==> src/rtl/host_pins_pkg.sv <==
// Purpose: Shared constants for the per-channel host strobe, modem pin and request logic
// Assumes: Eight registers per channel, selected by three address bits
// Notes: Offsets of the modem control, event enable and modem status registers are local

package host_pins_pkg;

    // Register offsets inside one channel
    localparam logic [2:0] EVENT_ENABLE_OFS = 3'h1;
    localparam logic [2:0] MODEM_CTRL_OFS = 3'h4;
    localparam logic [2:0] MODEM_STAT_OFS = 3'h6;

    // Field positions
    localparam int MCR_TERM_READY_BIT = 0;
    localparam int MCR_REQ_ENABLE_BIT = 3;
    localparam int MSR_DATASET_READY_BIT = 5;
    localparam int EVENT_COUNT = 4;

    // Reset values
    localparam logic [7:0] MODEM_CTRL_RST = 8'h00;
    localparam logic [3:0] EVENT_ENABLE_RST = 4'h0;
    localparam logic [7:0] DATA_OUT_RST = 8'h00;

    // Synchroniser depth for pin inputs
    localparam int SYNC_STAGES = 2;

    // Bus modes
    typedef enum logic {
        MODE_RW_LINE = 1'b0,
        MODE_STROBE = 1'b1
    } bus_mode_e;

endpackage : host_pins_pkg

==> src/rtl/host_pins_top.sv <==
// Purpose: Host strobes, terminal/dataset ready and service request pins of a multi-channel UART
// Assumes: All pins are asynchronous to clk_sys; event inputs come from logic on clk_sys
// Notes: One access per detected strobe edge; read data is held while the access stays open

`timescale 1ns/10ps
`default_nettype none

module host_pins_top #(
    parameter int NUM_CHAN = 4
) (
    input wire logic clk_sys,
    input wire logic rst_n,
    input wire logic bus_mode_strobe,
    input wire logic [NUM_CHAN-1:0] chan_select_n,
    input wire logic [2:0] reg_addr,
    input wire logic [1:0] chan_addr,
    input wire logic host_rd_strobe_n,
    input wire logic host_wr_strobe_n,
    input wire logic [7:0] data_in,
    output logic [7:0] data_out,
    output logic data_oe,
    input wire logic req_force_sel,
    input wire logic [NUM_CHAN-1:0] dataset_ready_n,
    output logic [NUM_CHAN-1:0] terminal_ready_n,
    input wire logic [NUM_CHAN*host_pins_pkg::EVENT_COUNT-1:0] chan_events,
    output logic [NUM_CHAN-1:0] chan_service_req,
    output logic [NUM_CHAN-1:0] chan_service_req_oe,
    output logic shared_req_n,
    output logic shared_req_oe
);
    import host_pins_pkg::*;

    localparam int PIN_W = 1 + NUM_CHAN + 3 + 2 + 1 + 1 + 8 + 1 + NUM_CHAN;
    // Pin idle levels in reset: all high except the pulled-down force select
    localparam logic [PIN_W-1:0] PIN_IDLE = ~({{(PIN_W-1){1'b0}}, 1'b1} << NUM_CHAN);

    // Elaboration check: channel select in read/write-line mode is two bits
    if (NUM_CHAN < 1 || NUM_CHAN > 4) begin : g_chan_check
        $error("NUM_CHAN must be 1 to 4");
    end

    logic [1:0] rst_sync_q;
    logic rst_int_n;
    logic [PIN_W-1:0] pin_meta_q;
    logic [PIN_W-1:0] pin_sync_q;
    logic mode_strobe;
    logic [NUM_CHAN-1:0] cs_n_s;
    logic [2:0] addr_s;
    logic [1:0] chan_addr_s;
    logic rd_n_s;
    logic wr_n_s;
    logic force_s;
    logic [7:0] data_s;
    logic [NUM_CHAN-1:0] dsr_n_s;
    logic rd_n_prev_q;
    logic wr_n_prev_q;
    logic cs0_n_prev_q;
    logic rd_fall;
    logic wr_fall;
    logic rw_fall;
    logic [NUM_CHAN-1:0] wr_hit;
    logic [NUM_CHAN-1:0] rd_hit;
    logic [7:0] modem_ctrl_reg_q [NUM_CHAN];
    logic [EVENT_COUNT-1:0] event_enable_reg_q [NUM_CHAN];
    logic [NUM_CHAN-1:0] pending;
    logic [7:0] rd_mux;
    logic rd_any;
    logic access_open;

    // Reset release through two flip-flops
    always_ff @(posedge clk_sys or negedge rst_n) begin
        if (!rst_n) begin
            rst_sync_q <= 2'b00;
        end else begin
            rst_sync_q <= {rst_sync_q[0], 1'b1};
        end
    end
    assign rst_int_n = rst_sync_q[1];

    // Two-stage synchroniser on every pin input
    always_ff @(posedge clk_sys or negedge rst_int_n) begin
        if (!rst_int_n) begin
            pin_meta_q <= PIN_IDLE;
            pin_sync_q <= PIN_IDLE;
        end else begin
            pin_meta_q <= {bus_mode_strobe, chan_select_n, reg_addr, chan_addr, host_rd_strobe_n,
                           host_wr_strobe_n, data_in, req_force_sel, dataset_ready_n};
            pin_sync_q <= pin_meta_q;
        end
    end

    // Split the synchronised pins
    assign {mode_strobe, cs_n_s, addr_s, chan_addr_s, rd_n_s, wr_n_s, data_s, force_s,
            dsr_n_s} = pin_sync_q;

    // Edge history for the strobes and the shared chip select
    always_ff @(posedge clk_sys or negedge rst_int_n) begin
        if (!rst_int_n) begin
            rd_n_prev_q <= 1'b1;
            wr_n_prev_q <= 1'b1;
            cs0_n_prev_q <= 1'b1;
        end else begin
            rd_n_prev_q <= rd_n_s;
            wr_n_prev_q <= wr_n_s;
            cs0_n_prev_q <= cs_n_s[0];
        end
    end

    // One access per falling edge; read strobe only counts in strobe mode
    assign rd_fall = (mode_strobe == MODE_STROBE) && rd_n_prev_q && !rd_n_s;
    assign wr_fall = (mode_strobe == MODE_STROBE) && wr_n_prev_q && !wr_n_s;
    assign rw_fall = (mode_strobe == MODE_RW_LINE) && cs0_n_prev_q && !cs_n_s[0];

    // Channel hit decode for both bus modes
    always_comb begin
        for (int i = 0; i < NUM_CHAN; i++) begin
            wr_hit[i] = (wr_fall && !cs_n_s[i])
                || (rw_fall && !wr_n_s && chan_addr_s == 2'(i));
            rd_hit[i] = (rd_fall && !cs_n_s[i])
                || (rw_fall && wr_n_s && chan_addr_s == 2'(i));
        end
    end

    // Per-channel modem control and event enable registers
    always_ff @(posedge clk_sys or negedge rst_int_n) begin
        if (!rst_int_n) begin
            for (int i = 0; i < NUM_CHAN; i++) begin
                modem_ctrl_reg_q[i] <= MODEM_CTRL_RST;
                event_enable_reg_q[i] <= EVENT_ENABLE_RST;
            end
        end else begin
            for (int i = 0; i < NUM_CHAN; i++) begin
                if (wr_hit[i] && addr_s == MODEM_CTRL_OFS) begin
                    modem_ctrl_reg_q[i] <= data_s;
                end
                if (wr_hit[i] && addr_s == EVENT_ENABLE_OFS) begin
                    event_enable_reg_q[i] <= data_s[EVENT_COUNT-1:0];
                end
            end
        end
    end

    // Terminal ready follows control bit 0, inverted; high out of reset
    always_ff @(posedge clk_sys or negedge rst_int_n) begin
        if (!rst_int_n) begin
            terminal_ready_n <= '1;
        end else begin
            for (int i = 0; i < NUM_CHAN; i++) begin
                if (wr_hit[i] && addr_s == MODEM_CTRL_OFS) begin
                    terminal_ready_n[i] <= !data_s[MCR_TERM_READY_BIT];
                end
            end
        end
    end

    // Read multiplexer: registers of the addressed channel, zero elsewhere
    always_comb begin
        rd_mux = 8'h00;
        rd_any = |rd_hit;
        for (int i = 0; i < NUM_CHAN; i++) begin
            if (rd_hit[i]) begin
                unique case (addr_s)
                    MODEM_CTRL_OFS: rd_mux = modem_ctrl_reg_q[i];
                    EVENT_ENABLE_OFS: rd_mux = {4'h0, event_enable_reg_q[i]};
                    MODEM_STAT_OFS: rd_mux = 8'(!dsr_n_s[i]) << MSR_DATASET_READY_BIT;
                    default: rd_mux = 8'h00;
                endcase
            end
        end
    end

    // A read access stays open while its read strobe, or its select with the direction line high, is held low
    assign access_open = (mode_strobe == MODE_STROBE) ? !rd_n_s : (!cs_n_s[0] && wr_n_s);

    // Data bus drive: load on the edge, hold while the access is open
    always_ff @(posedge clk_sys or negedge rst_int_n) begin
        if (!rst_int_n) begin
            data_out <= DATA_OUT_RST;
            data_oe <= 1'b0;
        end else if (rd_any) begin
            data_out <= rd_mux;
            data_oe <= 1'b1;
        end else if (!access_open) begin
            data_oe <= 1'b0;
        end
    end

    // Pending events gated by the enable register
    always_comb begin
        for (int i = 0; i < NUM_CHAN; i++) begin
            pending[i] = |(chan_events[i*EVENT_COUNT +: EVENT_COUNT]
                           & event_enable_reg_q[i]);
        end
    end

    // Service request outputs, recomputed every cycle
    always_ff @(posedge clk_sys or negedge rst_int_n) begin
        if (!rst_int_n) begin
            chan_service_req <= '0;
            chan_service_req_oe <= '0;
            shared_req_n <= 1'b0;
            shared_req_oe <= 1'b0;
        end else begin
            for (int i = 0; i < NUM_CHAN; i++) begin
                chan_service_req[i] <= modem_ctrl_reg_q[i][MCR_REQ_ENABLE_BIT]
                    && pending[i];
                chan_service_req_oe[i] <= (mode_strobe == MODE_STROBE)
                    && (force_s || modem_ctrl_reg_q[i][MCR_REQ_ENABLE_BIT]);
            end
            shared_req_n <= 1'b0;
            shared_req_oe <= (mode_strobe == MODE_RW_LINE) && (|pending);
        end
    end

endmodule : host_pins_top

`default_nettype wire

==> config.mk <==
export PLATFORM = sky130hd
export DESIGN_NAME = host_pins_top
export DESIGN_NICKNAME = d
export VERILOG_FILES = /design/src/rtl/host_pins_pkg.sv /design/src/rtl/host_pins_top.sv
export SDC_FILE = /design/constraint.sdc
export NUM_CORES = 1
export LEC_CHECK = 0
export ABC_CLOCK_PERIOD_IN_PS = 9350
export BUFFER_PORTS_ARGS = -buffer_cell sky130_fd_sc_hd__buf_2
export CORE_UTILIZATION = 45
export DETAILED_ROUTE_END_ITERATION = 7
export PLACE_DENSITY = 0.62
export SYNTH_ARGS = -nofsm -noshare
export SYNTH_HDL_FRONTEND = slang
export SYNTH_SLANG_ARGS = --single-unit
==> constraint.sdc <==
create_clock -name clk_sys -period 9.35 [get_ports clk_sys]
set_input_delay 0.935 -clock clk_sys [delete_from_list [all_inputs] [get_ports clk_sys]]
set_output_delay 0.935 -clock clk_sys [all_outputs]
set_load 0.02 [all_outputs]
==> impl_metrics.csv, run 1 <==
group,metric,value,unit
clock_tree,cts_hold_buf,0,
floorplan,row_count,37,
worst_setup_path,crit_family,"simple AND/OR/NAND/NOR gates",
clock_tree,cts.sinks,125,
final_layout,drive_gt1_frac,0.5183,
sta,setup_tns,0,ns
clock_tree,post_cts_resized,0,
status,status,"finished, final reports clean",
worst_setup_path,crit_type,"reg2reg",
clock_tree,h-tree-depth,4,
final_layout,finalInstanceArea,5816,µm²
final_layout,finalNetCount,439,
pwr,power_frac_seq,0.459,
clock_tree,cts.clk_slew.worst_paths,0.06,ns
pwr,ir_worst_vdd,0.1247,mV
place,portBuffers,64,
pwr,p_per_area,244.4,nW/µm²
worst_setup_path,critPathLaunchType,"register",
synthesis,ys_seq_area_frac,0.6729,
place,dp_hpwl,6646,µm
worst_setup_path,worst-path-buf-inv,0,
global_route,antenna_found_initial,0,
sta,slew_viol_final,0,
synthesis,synth_seq_cells,125,
synthesis,syn_avg_cell_area,14.85,µm²
pwr,internal-power,1079,µW
pwr,p_leak,0.002637,µW
run,maxCapViolCount,0,
synthesis,yosys_most_used_dff,"dfrtp_1",
worst_setup_path,crit_required,9.75,ns
synthesis,synth_enable_flop_cells,0,
routing,vias,2918,
sta,rsz0062_at_grt,"false",
synthesis,syn_area,4751,µm²
worst_setup_path,max_stage_delay,0.86,ns
place,place_congestion,0.7789,
routing,wl,9727,µm
global_route,grt_pass1_wl,16180,µm
clock_tree,clock-root-buffer,"clkbuf_8",
worst_setup_path,crit_start,"pin_sync_q[17]",
global_route,overflow,0,
clock_tree,cts_tree,"yes",
routing,wl_per_cell,17.85,µm
synthesis,yosys_warnings,0,
floorplan,dieArea,10970,µm²
final_layout,nFillCells,845,
synthesis,synth_fp_nets,363,
synthesis,async_flop_share,1.000,
place,place_area,5219,µm²
worst_setup_path,crit_path_end_kind,"register",
global_route,track_usage,0.1992,
floorplan,start_util,0.4623,
worst_setup_path,crit_path_cell_trace,"nor2b_1 > a22o_1 > a221oi_1 > a2111oi_1",
pwr,p_switching,341.7,µW
final_layout,diodes,0,
worst_setup_path,crit_slowest_cell,"nor2b_1",
sta,max_clock_freq,433.7,MHz
routing,drt_first_pass_iters,4,
worst_setup_path,ff2ff_path_depth,4,
floorplan,die_w,104.8,µm
sta,clock_skew,0.01096,ns
sta,hold_violations,0,
floorplan,die_h,104.8,µm
pwr,combPwrFrac,0.083,
worst_setup_path,arrival,2.70,ns
floorplan,core,10280,µm²
sta,tightestPinTransition,1.103,ns
sta,min_period,2.306,ns
routing,drtIter0Drc,142,
hold_path,hold_path_class,"in2async",
sta,setup_viol,0,
routing,drcViolationCount,0,
routing,routed_via_density,5.354,
sta,finalCritPeriodShare,0.2466,
worst_setup_path,timing.rr.start,"pin_sync_q[17]",
synthesis,synth_cells,320,
pwr,p_clk_frac,0.458,
worst_setup_path,r2r_end,"data_out[3]",
sta,max_slew_margin,0.2631,
floorplan,pin_count,66,
clock_tree,post_cts_buffers,0,
worst_setup_path,cp_max_fo,16,
clock_tree,cts_buffers,17,
worst_setup_path,rrSetupSlack,7.04,ns
clock_tree,cts_buffer_depth,2,
synthesis,synth.distinct_cells,47,
global_route,grt_pass1_vias,3097,
final_layout,area_growth,22.41,%
routing,ant_nets,0,
pwr,swShare,0.2405,
global_route,grt_max_degree,76,
clock_tree,clk_latency,0.52,ns
-- kinds of logic after synthesis --
kind of cell    count (synthesis)  share of synthesized area
flops                         125                     0.6729
other cells                     2                   0.001581
buf+inv                        13                    0.01185
compound gates                 71                     0.1225
simple gates                   59                    0.07348
mux                            50                     0.1177
-- worst max path at each step --
stage	slack (ns)	cells after the start	endpoint
after floorplan	5.71	0	chan_service_req[0]
after global placement	7.15	5	event_enable_reg_q[5]
after detailed placement	7.10	4	data_out[2]
after CTS	7.09	4	data_out[2]
after global routing	6.78	4	data_out[3]
final	7.04	4	data_out[3]
-- power by group through the flow --
stage | registers [µW] | logic [µW] | clock network, µW
6_report | 653 | 118 | 651
5_1_grt | 660 | 130 | 688
4_1_cts | 653 | 119 | 665
3_5_place_dp | 662 | 119 | 0
3_3_place_gp | 660 | 116 | 0
2_1_floorplan | 663 | 67.0 | 0
-- through the flow --
| stage | power [µW] | setup WS, ns | hold WS (ns) | utilization | cells |
|---|---|---|---|---|---|
| finish | 1421 | 7.044 | 0.1879 | 0.5659 | 545 |
| CTS | 1438 | 7.092 | 0.1629 | 0.5659 | 545 |
| floorplan | 729.7 | 5.706 | 0.3312 | - | 320 |
| global route | 1478 | 6.782 | 0.1597 | 0.5659 | 545 |
| global placement | 775.9 | 7.155 | 0.3361 | 0.5078 | 513 |
| detailed placement | 780.5 | 7.100 | 0.3404 | 0.5078 | 513 |
-- cells in the final DEF, fill, tap and decap left out, drive strengths merged, types with 6 or more instances in the layout --
master | synthesis | final
a21oi | 6 | 6
a221oi | 15 | 15
a22o | 8 | 8
a22oi | 10 | 10
and2 | 6 | 6
buf | 3 | 66
clkbuf | 6 | 18
clkinv | 0 | 8
dfrtp | 70 | 70
dfstp | 55 | 55
mux2 | 47 | 47
nand2 | 20 | 20
nor2 | 13 | 13
o21ai | 6 | 6
-- layer usage --
| metal | share of wire | up-vias | GRT usage | wire, µm |
|---|---|---|---|---|
| met5 | 0 | - | 0 | 0 |
| met2 | 0.46 | 75 | 0.2942 | 4506 |
| met1 | 0.47 | 1482 | 0.2698 | 4618 |
| met4 | 0.024 | 0 | 0.09155 | 231 |
| li1 | - | 1345 | - | - |
| met3 | 0.038 | 16 | 0.06176 | 370 |
-- synthesized netlist by cell type (4+ instances only) --
library cell  count  area (µm²)
a2111oi_1         4       40.04
a22oi_1          10       75.07
a221oi_1         15       131.4
o31ai_1           5       37.54
o21a_1            5       37.54
mux2_2           47       529.3
dfstp_2          55        1445
nor2b_1           4       25.02
and2_1            6       37.54
a21oi_1           6       30.03
dfrtp_1          70        1752
clkbuf_1          6       22.52
o21ai_0           5       25.02
nand2_1          19       71.32
inv_1             4       15.01
nor2_1           11       41.29
a22o_1            8       70.07
-- state kept, by name, indices dropped and copies added (netlist names) --
register             flops
chan_service_req         4
chan_service_req_oe      4
cs0_n_prev_q             1
data_oe                  1
data_out                 8
event_enable_reg_q      16
modem_ctrl_reg_q        32
pin_meta_q              25
pin_sync_q              25
rd_n_prev_q              1
rst_sync_q               2
shared_req_oe            1
terminal_ready_n         4
wr_n_prev_q              1
-- cell type report --
type	instances	area, µm²	share of cell area
Clock buffer	18	427.9	0.07358
Clock inverter	14	168.9	0.02904
Tap cell	136	170.2	0.02926
Sequential cell	125	3201	0.5503
Timing Repair Buffer	66	335.3	0.05766
Multi-Input combinational cell	182	1498	0.2575
Inverter	4	15.01	0.002582
Note: power is estimated with default switching activity, not from simulation.
==> run 2, diff against run 1 <==
--- a/config.mk
+++ b/config.mk
@@ -5,7 +5,7 @@
 export SDC_FILE = /design/constraint.sdc
 export NUM_CORES = 1
 export LEC_CHECK = 0
-export ABC_CLOCK_PERIOD_IN_PS = 9350
+export ABC_CLOCK_PERIOD_IN_PS = 2200
 export BUFFER_PORTS_ARGS = -buffer_cell sky130_fd_sc_hd__buf_2
 export CORE_UTILIZATION = 45
 export DETAILED_ROUTE_END_ITERATION = 7
==> constraint.sdc (replaced) <==
create_clock -name clk_sys -period 2.2 [get_ports clk_sys]
set_input_delay 0.22 -clock clk_sys [delete_from_list [all_inputs] [get_ports clk_sys]]
set_output_delay 0.22 -clock clk_sys [all_outputs]
set_load 0.02 [all_outputs]
==> run 2 against run 1 <==
Net effect: worst hold slack worse by 0.12 ns; flip-flop and latch count unchanged; global-route usage rose by 0.33 points; non-clock buffer count up 41; wire length rose by 5.0%; clock skew hardly changed; utilization up 3.3 points; sequential power rose to 4.2 times the previous value.
==> impl_metrics.csv, run 2 (synthesis results as in run 1) <==
group,metric,value,unit
status,status,"finished, final reports clean",
worst_setup_path,crit_start,"cs0_n_prev_q",
clock_tree,cts_buffers,17,
worst_setup_path,crit_cells,4,
routing,ant_nets,0,
sta,hold_violations,0,
pwr,p_switching,1466,µW
floorplan,die_h,104.8,µm
final_layout,most-common-layout-cells,"dfrtp_1, buf_2, dfstp_2",
sta,slew_viol_final,0,
worst_setup_path,critPathLaunchType,"register",
final_layout,finalNetCount,480,
global_route,overflow,0,
pwr,internal-power,4397,µW
final_layout,largest_register_ffs,32,
clock_tree,cts.clk_slew.worst_paths,0.06,ns
global_route,grt_pass1_wl,16590,µm
clock_tree,cts.sinks,125,
pwr,power_frac_seq,0.471,
final_layout,nFillCells,856,
pwr,p_clk_frac,0.432,
floorplan,pin_count,66,
final_layout,reg_top3,"modem_ctrl_reg_q (32), pin_meta_q (25), pin_sync_q (25)",
final_layout,area_growth,29.63,%
sta,min_period,2.092,ns
global_route,antenna_found_initial,0,
worst_setup_path,r2r_end,"event_enable_reg_q[9]",
sta,setup_viol,0,
global_route,grt_pass1_vias,3208,
routing,routed_via_density,5.387,
place,pre_cts_ws,0.08855,ns
sta,rsz0062_at_grt,"false",
floorplan,start_util,0.4623,
routing,drt_first_pass_iters,4,
floorplan,die_w,104.8,µm
worst_setup_path,ff2ff_path_depth,4,
clock_tree,clock-root-buffer,"clkbuf_8",
floorplan,core,10280,µm²
floorplan,row_count,37,
worst_setup_path,crit_family,"simple AND/OR/NAND/NOR gates",
sta,setup_slack,0.1084,ns
clock_tree,h-tree-depth,4,
worst_setup_path,crit_required,2.60,ns
sta,setup_tns,0,ns
run,maxCapViolCount,0,
worst_setup_path,crit_path_end_kind,"register",
place,place_area,5329,µm²
sta,max_clock_freq,478.1,MHz
floorplan,dieArea,10970,µm²
routing,drtIter0Drc,127,
sta,finalCritPeriodShare,0.9507,
pwr,swShare,0.2500,
pwr,total_power,5862,µW
pwr,p_leak,0.002788,µW
global_route,track_usage,0.2025,
worst_setup_path,worst-path-buf-inv,0,
worst_setup_path,crit_path_cell_trace,"or4b_4 > o32a_4 > nor3_4 > mux2_2",
worst_setup_path,crit_slowest_cell,"dfstp_2",
sta,clock_skew,0.01063,ns
final_layout,largest_register,"modem_ctrl_reg_q",
place,dp_hpwl,6841,µm
routing,wl_per_cell,17.43,µm
clock_tree,cts_tree,"yes",
global_route,grt_max_degree,73,
routing,vias,3157,
worst_setup_path,timing.rr.start,"cs0_n_prev_q",
hold_path,hold_path_class,"in2reg",
clock_tree,cts_buffer_depth,2,
worst_setup_path,endpoint,"event_enable_reg_q[9]",
pwr,ir_worst_vdd,0.5081,mV
place,place_congestion,0.8045,
sta,fin_hold_ws,0.06618,ns
pwr,p_per_area,951.9,nW/µm²
place,portBuffers,64,
routing,wl,10220,µm
final_layout,final_common_cell,"dfrtp_1",
final_layout,finalInstanceArea,6158,µm²
pwr,combPwrFrac,0.096,
final_layout,drive_gt1_frac,0.5044,
worst_setup_path,arrival,2.49,ns
routing,drcViolationCount,0,
final_layout,diodes,0,
worst_setup_path,rrSetupSlack,0.11,ns
worst_setup_path,max_stage_delay,0.53,ns
clock_tree,clk_latency,0.52,ns
worst_setup_path,crit_type,"reg2reg",
worst_setup_path,cp_max_fo,4,
-- run 2: changes by cell type in the layout (fill, tap and decap cells not counted), moves of 2 or more --
cell,previous run,this run
dlygate4sd3_1,0,27
buf_4,2,15
clkinvlp_4,2,6
bufinv_16,3,1
clkinv_4,4,2
inv_4,0,2
-- run 2: how the worst min path moves through the flow --
| stage | startpoint | slack [ns] | to | cells past startpoint |
|---|---|---|---|---|
| floorplan | rst_n | -0.08 | rst_sync_q[0] | 0 |
| global route | chan_events[7] | 0.09 | chan_service_req[1] | 4 |
| CTS | chan_events[15] | 0.04 | chan_service_req[3] | 4 |
| finish | chan_events[15] | 0.07 | chan_service_req[3] | 4 |
| detailed placement | rst_n | 0.005 | rst_sync_q[0] | 1 |
| global placement | rst_n | 0.004 | rst_sync_q[0] | 1 |
-- run 2: stage by stage --
step,instances,utilization
finish,586,0.5992
detailed placement,526,0.5185
global placement,526,0.5185
global route,586,0.5992
floorplan,320,-
CTS,585,0.5981
-- run 2: power by group through the flow --
stage | logic, µW | clock network, µW | registers (µW)
after floorplan | 285 | 0 | 2820
after global routing | 618 | 2690 | 2790
final | 564 | 2530 | 2760
after CTS | 569 | 2600 | 2770
after detailed placement | 529 | 0 | 2800
after global placement | 515 | 0 | 2790
-- run 2: per-layer routing --
layer | vias up | track usage | wire, µm
li1 | 1419 | - | -
met1 | 1621 | 0.2668 | 4587
met2 | 100 | 0.3108 | 4861
met3 | 17 | 0.05802 | 535
met4 | 0 | 0.09457 | 231
met5 | - | 0 | 0
-- run 2: what timing repair did --
action                                  4_1_cts  5_1_grt
setup buffers                                 0        1
hold buffers                                 27        0
gates resized for setup                       0        1
endpoints found under the setup margin        0        4
hold endpoints to repair                     27        0
-- run 2: layout make-up --
class | count | area (µm²) | area share
clock buffer | 18 | 427.9 | 0.06948
clock inverter | 14 | 120.1 | 0.01950
inverter | 4 | 15.01 | 0.002438
multi-input combinational | 182 | 1501 | 0.2438
sequential | 125 | 3201 | 0.5197
tap | 136 | 170.2 | 0.02763
timing repair buffer | 107 | 723.2 | 0.1174
-- run 2: tightest hold or removal path: stages --
cell and delay [ns]:
buf_2 0.08, a22oi_1 0.05, nand2_1 0.08, and2_1 0.12
==> run 3, diff against run 2 <==
--- a/config.mk
+++ b/config.mk
@@ -9,7 +9,9 @@
 export BUFFER_PORTS_ARGS = -buffer_cell sky130_fd_sc_hd__buf_2
 export CORE_UTILIZATION = 45
 export DETAILED_ROUTE_END_ITERATION = 7
+export GPL_ROUTABILITY_DRIVEN = 0
 export PLACE_DENSITY = 0.62
+export RECOVER_POWER = 50
 export SYNTH_ARGS = -nofsm -noshare
 export SYNTH_HDL_FRONTEND = slang
 export SYNTH_SLANG_ARGS = --single-unit
==> run 3 against run 2 <==
Net effect: total power down 0.10%; setup slack worse by 0.0019 ns; wire length about the same.
==> impl_metrics.csv, run 3 (synthesis results as in run 1) <==
group,metric,value,unit
sta,clock_skew,0.01083,ns
routing,routed_via_density,5.381,
final_layout,final_common_cell,"dfrtp_1",
hold_path,min_to,"chan_service_req[3]",
final_layout,largest_register,"modem_ctrl_reg_q",
sta,setup_viol,0,
place,placed_cells,526,
routing,wl_per_cell,17.44,µm
final_layout,area_growth,29.26,%
worst_setup_path,crit_type,"reg2reg",
run,maxCapViolCount,0,
place,pre_cts_ws,0.08855,ns
sta,max_slew_margin,0.3612,
clock_tree,clock-root-buffer,"clkbuf_8",
routing,wl,10220,µm
global_route,grt_max_degree,73,
worst_setup_path,crit_required,2.60,ns
worst_setup_path,crit_path_cell_trace,"or4b_4 > o32a_4 > nor3_4 > mux2_2",
final_layout,diodes,0,
worst_setup_path,r2r_end,"event_enable_reg_q[9]",
sta,slew_viol_final,0,
clock_tree,cts.sinks,125,
place,dp_hpwl,6841,µm
worst_setup_path,arrival,2.49,ns
final_layout,largest_register_ffs,32,
routing,drcViolationCount,0,
floorplan,pin_count,66,
floorplan,row_count,37,
global_route,grt_pass1_vias,3208,
worst_setup_path,timing.rr.start,"cs0_n_prev_q",
worst_setup_path,ff2ff_path_depth,4,
final_layout,finalNetCount,480,
routing,drt_first_pass_iters,4,
routing,vias,3153,
hold_path,holdPathStages,4,
routing,ant_nets,0,
final_layout,final_cells,586,
sta,max_clock_freq,477.7,MHz
pwr,p_per_area,953.7,nW/µm²
sta,tightestPinTransition,0.9581,ns
clock_tree,cts_buffer_depth,2,
final_layout,reg_top3,"modem_ctrl_reg_q (32), pin_meta_q (25), pin_sync_q (25)",
worst_setup_path,critPathLaunchType,"register",
place,portBuffers,64,
final_layout,multi_input_area,1501,µm²
sta,setup_tns,0,ns
hold_path,hp-start,"chan_events[15]",
worst_setup_path,cp_max_fo,4,
hold_path,hold_path_class,"in2reg",
sta,setup_slack,0.1065,ns
final_layout,register_area,3197,µm²
floorplan,die_h,104.8,µm
sta,min_period,2.093,ns
sta,finalCritPeriodShare,0.9516,
final_layout,finalInstanceArea,6141,µm²
clock_tree,clk_latency,0.52,ns
status,status,"finished, final reports clean",
floorplan,core,10280,µm²
place,place_area,5329,µm²
clock_tree,h-tree-depth,4,
floorplan,die_w,104.8,µm
final_layout,drive_gt1_frac,0.4956,
floorplan,start_util,0.4623,
global_route,track_usage,0.2025,
worst_setup_path,max_stage_delay,0.53,ns
sta,hold_violations,0,
routing,drtIter0Drc,131,
worst_setup_path,rrSetupSlack,0.11,ns
global_route,grt_pass1_wl,16590,µm
final_layout,most-common-layout-cells,"dfrtp_1, buf_2, dfstp_2",
floorplan,dieArea,10970,µm²
clock_tree,cts.clk_slew.worst_paths,0.06,ns
clock_tree,cts_tree,"yes",
clock_tree,cts_buffers,17,
worst_setup_path,crit_path_end_kind,"register",
global_route,overflow,0,
sta,rsz0062_at_grt,"false",
worst_setup_path,crit_slowest_cell,"dfstp_2",
pwr,p_leak,0.002781,µW
global_route,antenna_found_initial,0,
pwr,ir_worst_vdd,0.5081,mV
final_layout,nFillCells,858,
==> run 3: changes by cell type in the layout (fill, tap and decap cells not counted), sizes merged <==
cell    before  now
buf         80   78
clkbuf      18   20
==> run 3: cell type report <==
type	instances	area share
Clock buffer	18	0.06968
Clock inverter	14	0.01956
Inverter	4	0.002445
Multi-Input combinational cell	182	0.2445
Sequential cell	125	0.5206
Tap cell	136	0.02771
Timing Repair Buffer	107	0.1155
==> run 3: worst max-delay path: cells and delay by family (launching register included) <==
family           cells  cell delay [ns]
AO/OA/AOI/OAI        1             0.38
multiplexers         1             0.37
flip-flops           1             0.53
AND/OR/NAND/NOR      2             0.71
==> run 3: routing by layer <==
layer / GRT usage / part of all wire
met1: 0.2668 / 0.45
met2: 0.3108 / 0.48
met3: 0.05802 / 0.052
met4: 0.09457 / 0.024
met5: 0 / 0
==> run 3: where the power goes <==
group	internal (µW)	switching [µW]	total (µW)	leakage [µW]
registers	2580	177	2760	0.00149
logic	288	275	562	0.00103
clock network	1520	1010	2530	0.000255
total	4390	1460	5860	0.00278
==> run 3: metrics by stage <==
stage	utilization	hold WS (ns)	total power, µW
floorplan	-	-0.07559	3101
global placement	0.5185	0.003990	3307
detailed placement	0.5185	0.005385	3327
CTS	0.5981	0.04200	5934
global route	0.5975	0.09029	6097
finish	0.5975	0.06606	5856
==> run 3: how the worst max path moves through the flow <==
stage | from | end | cells past startpoint
floorplan | rst_sync_q[1] | chan_service_req[0] | 0
global placement | cs0_n_prev_q | event_enable_reg_q[11] | 4
detailed placement | pin_sync_q[24] | data_out[2] | 4
CTS | pin_sync_q[24] | data_out[2] | 4
global route | rst_sync_q[1] | data_out[4] | 1
finish | cs0_n_prev_q | event_enable_reg_q[9] | 4
==> run 3: what timing repair did <==
| action | CTS | global route |
|---|---|---|
| hold endpoints to repair | 27 | 0 |
| buffers inserted | 0 | 1 |
| hold buffers | 27 | 0 |
| endpoints found under the setup margin | 0 | 4 |
| resized for setup | 0 | 1 |
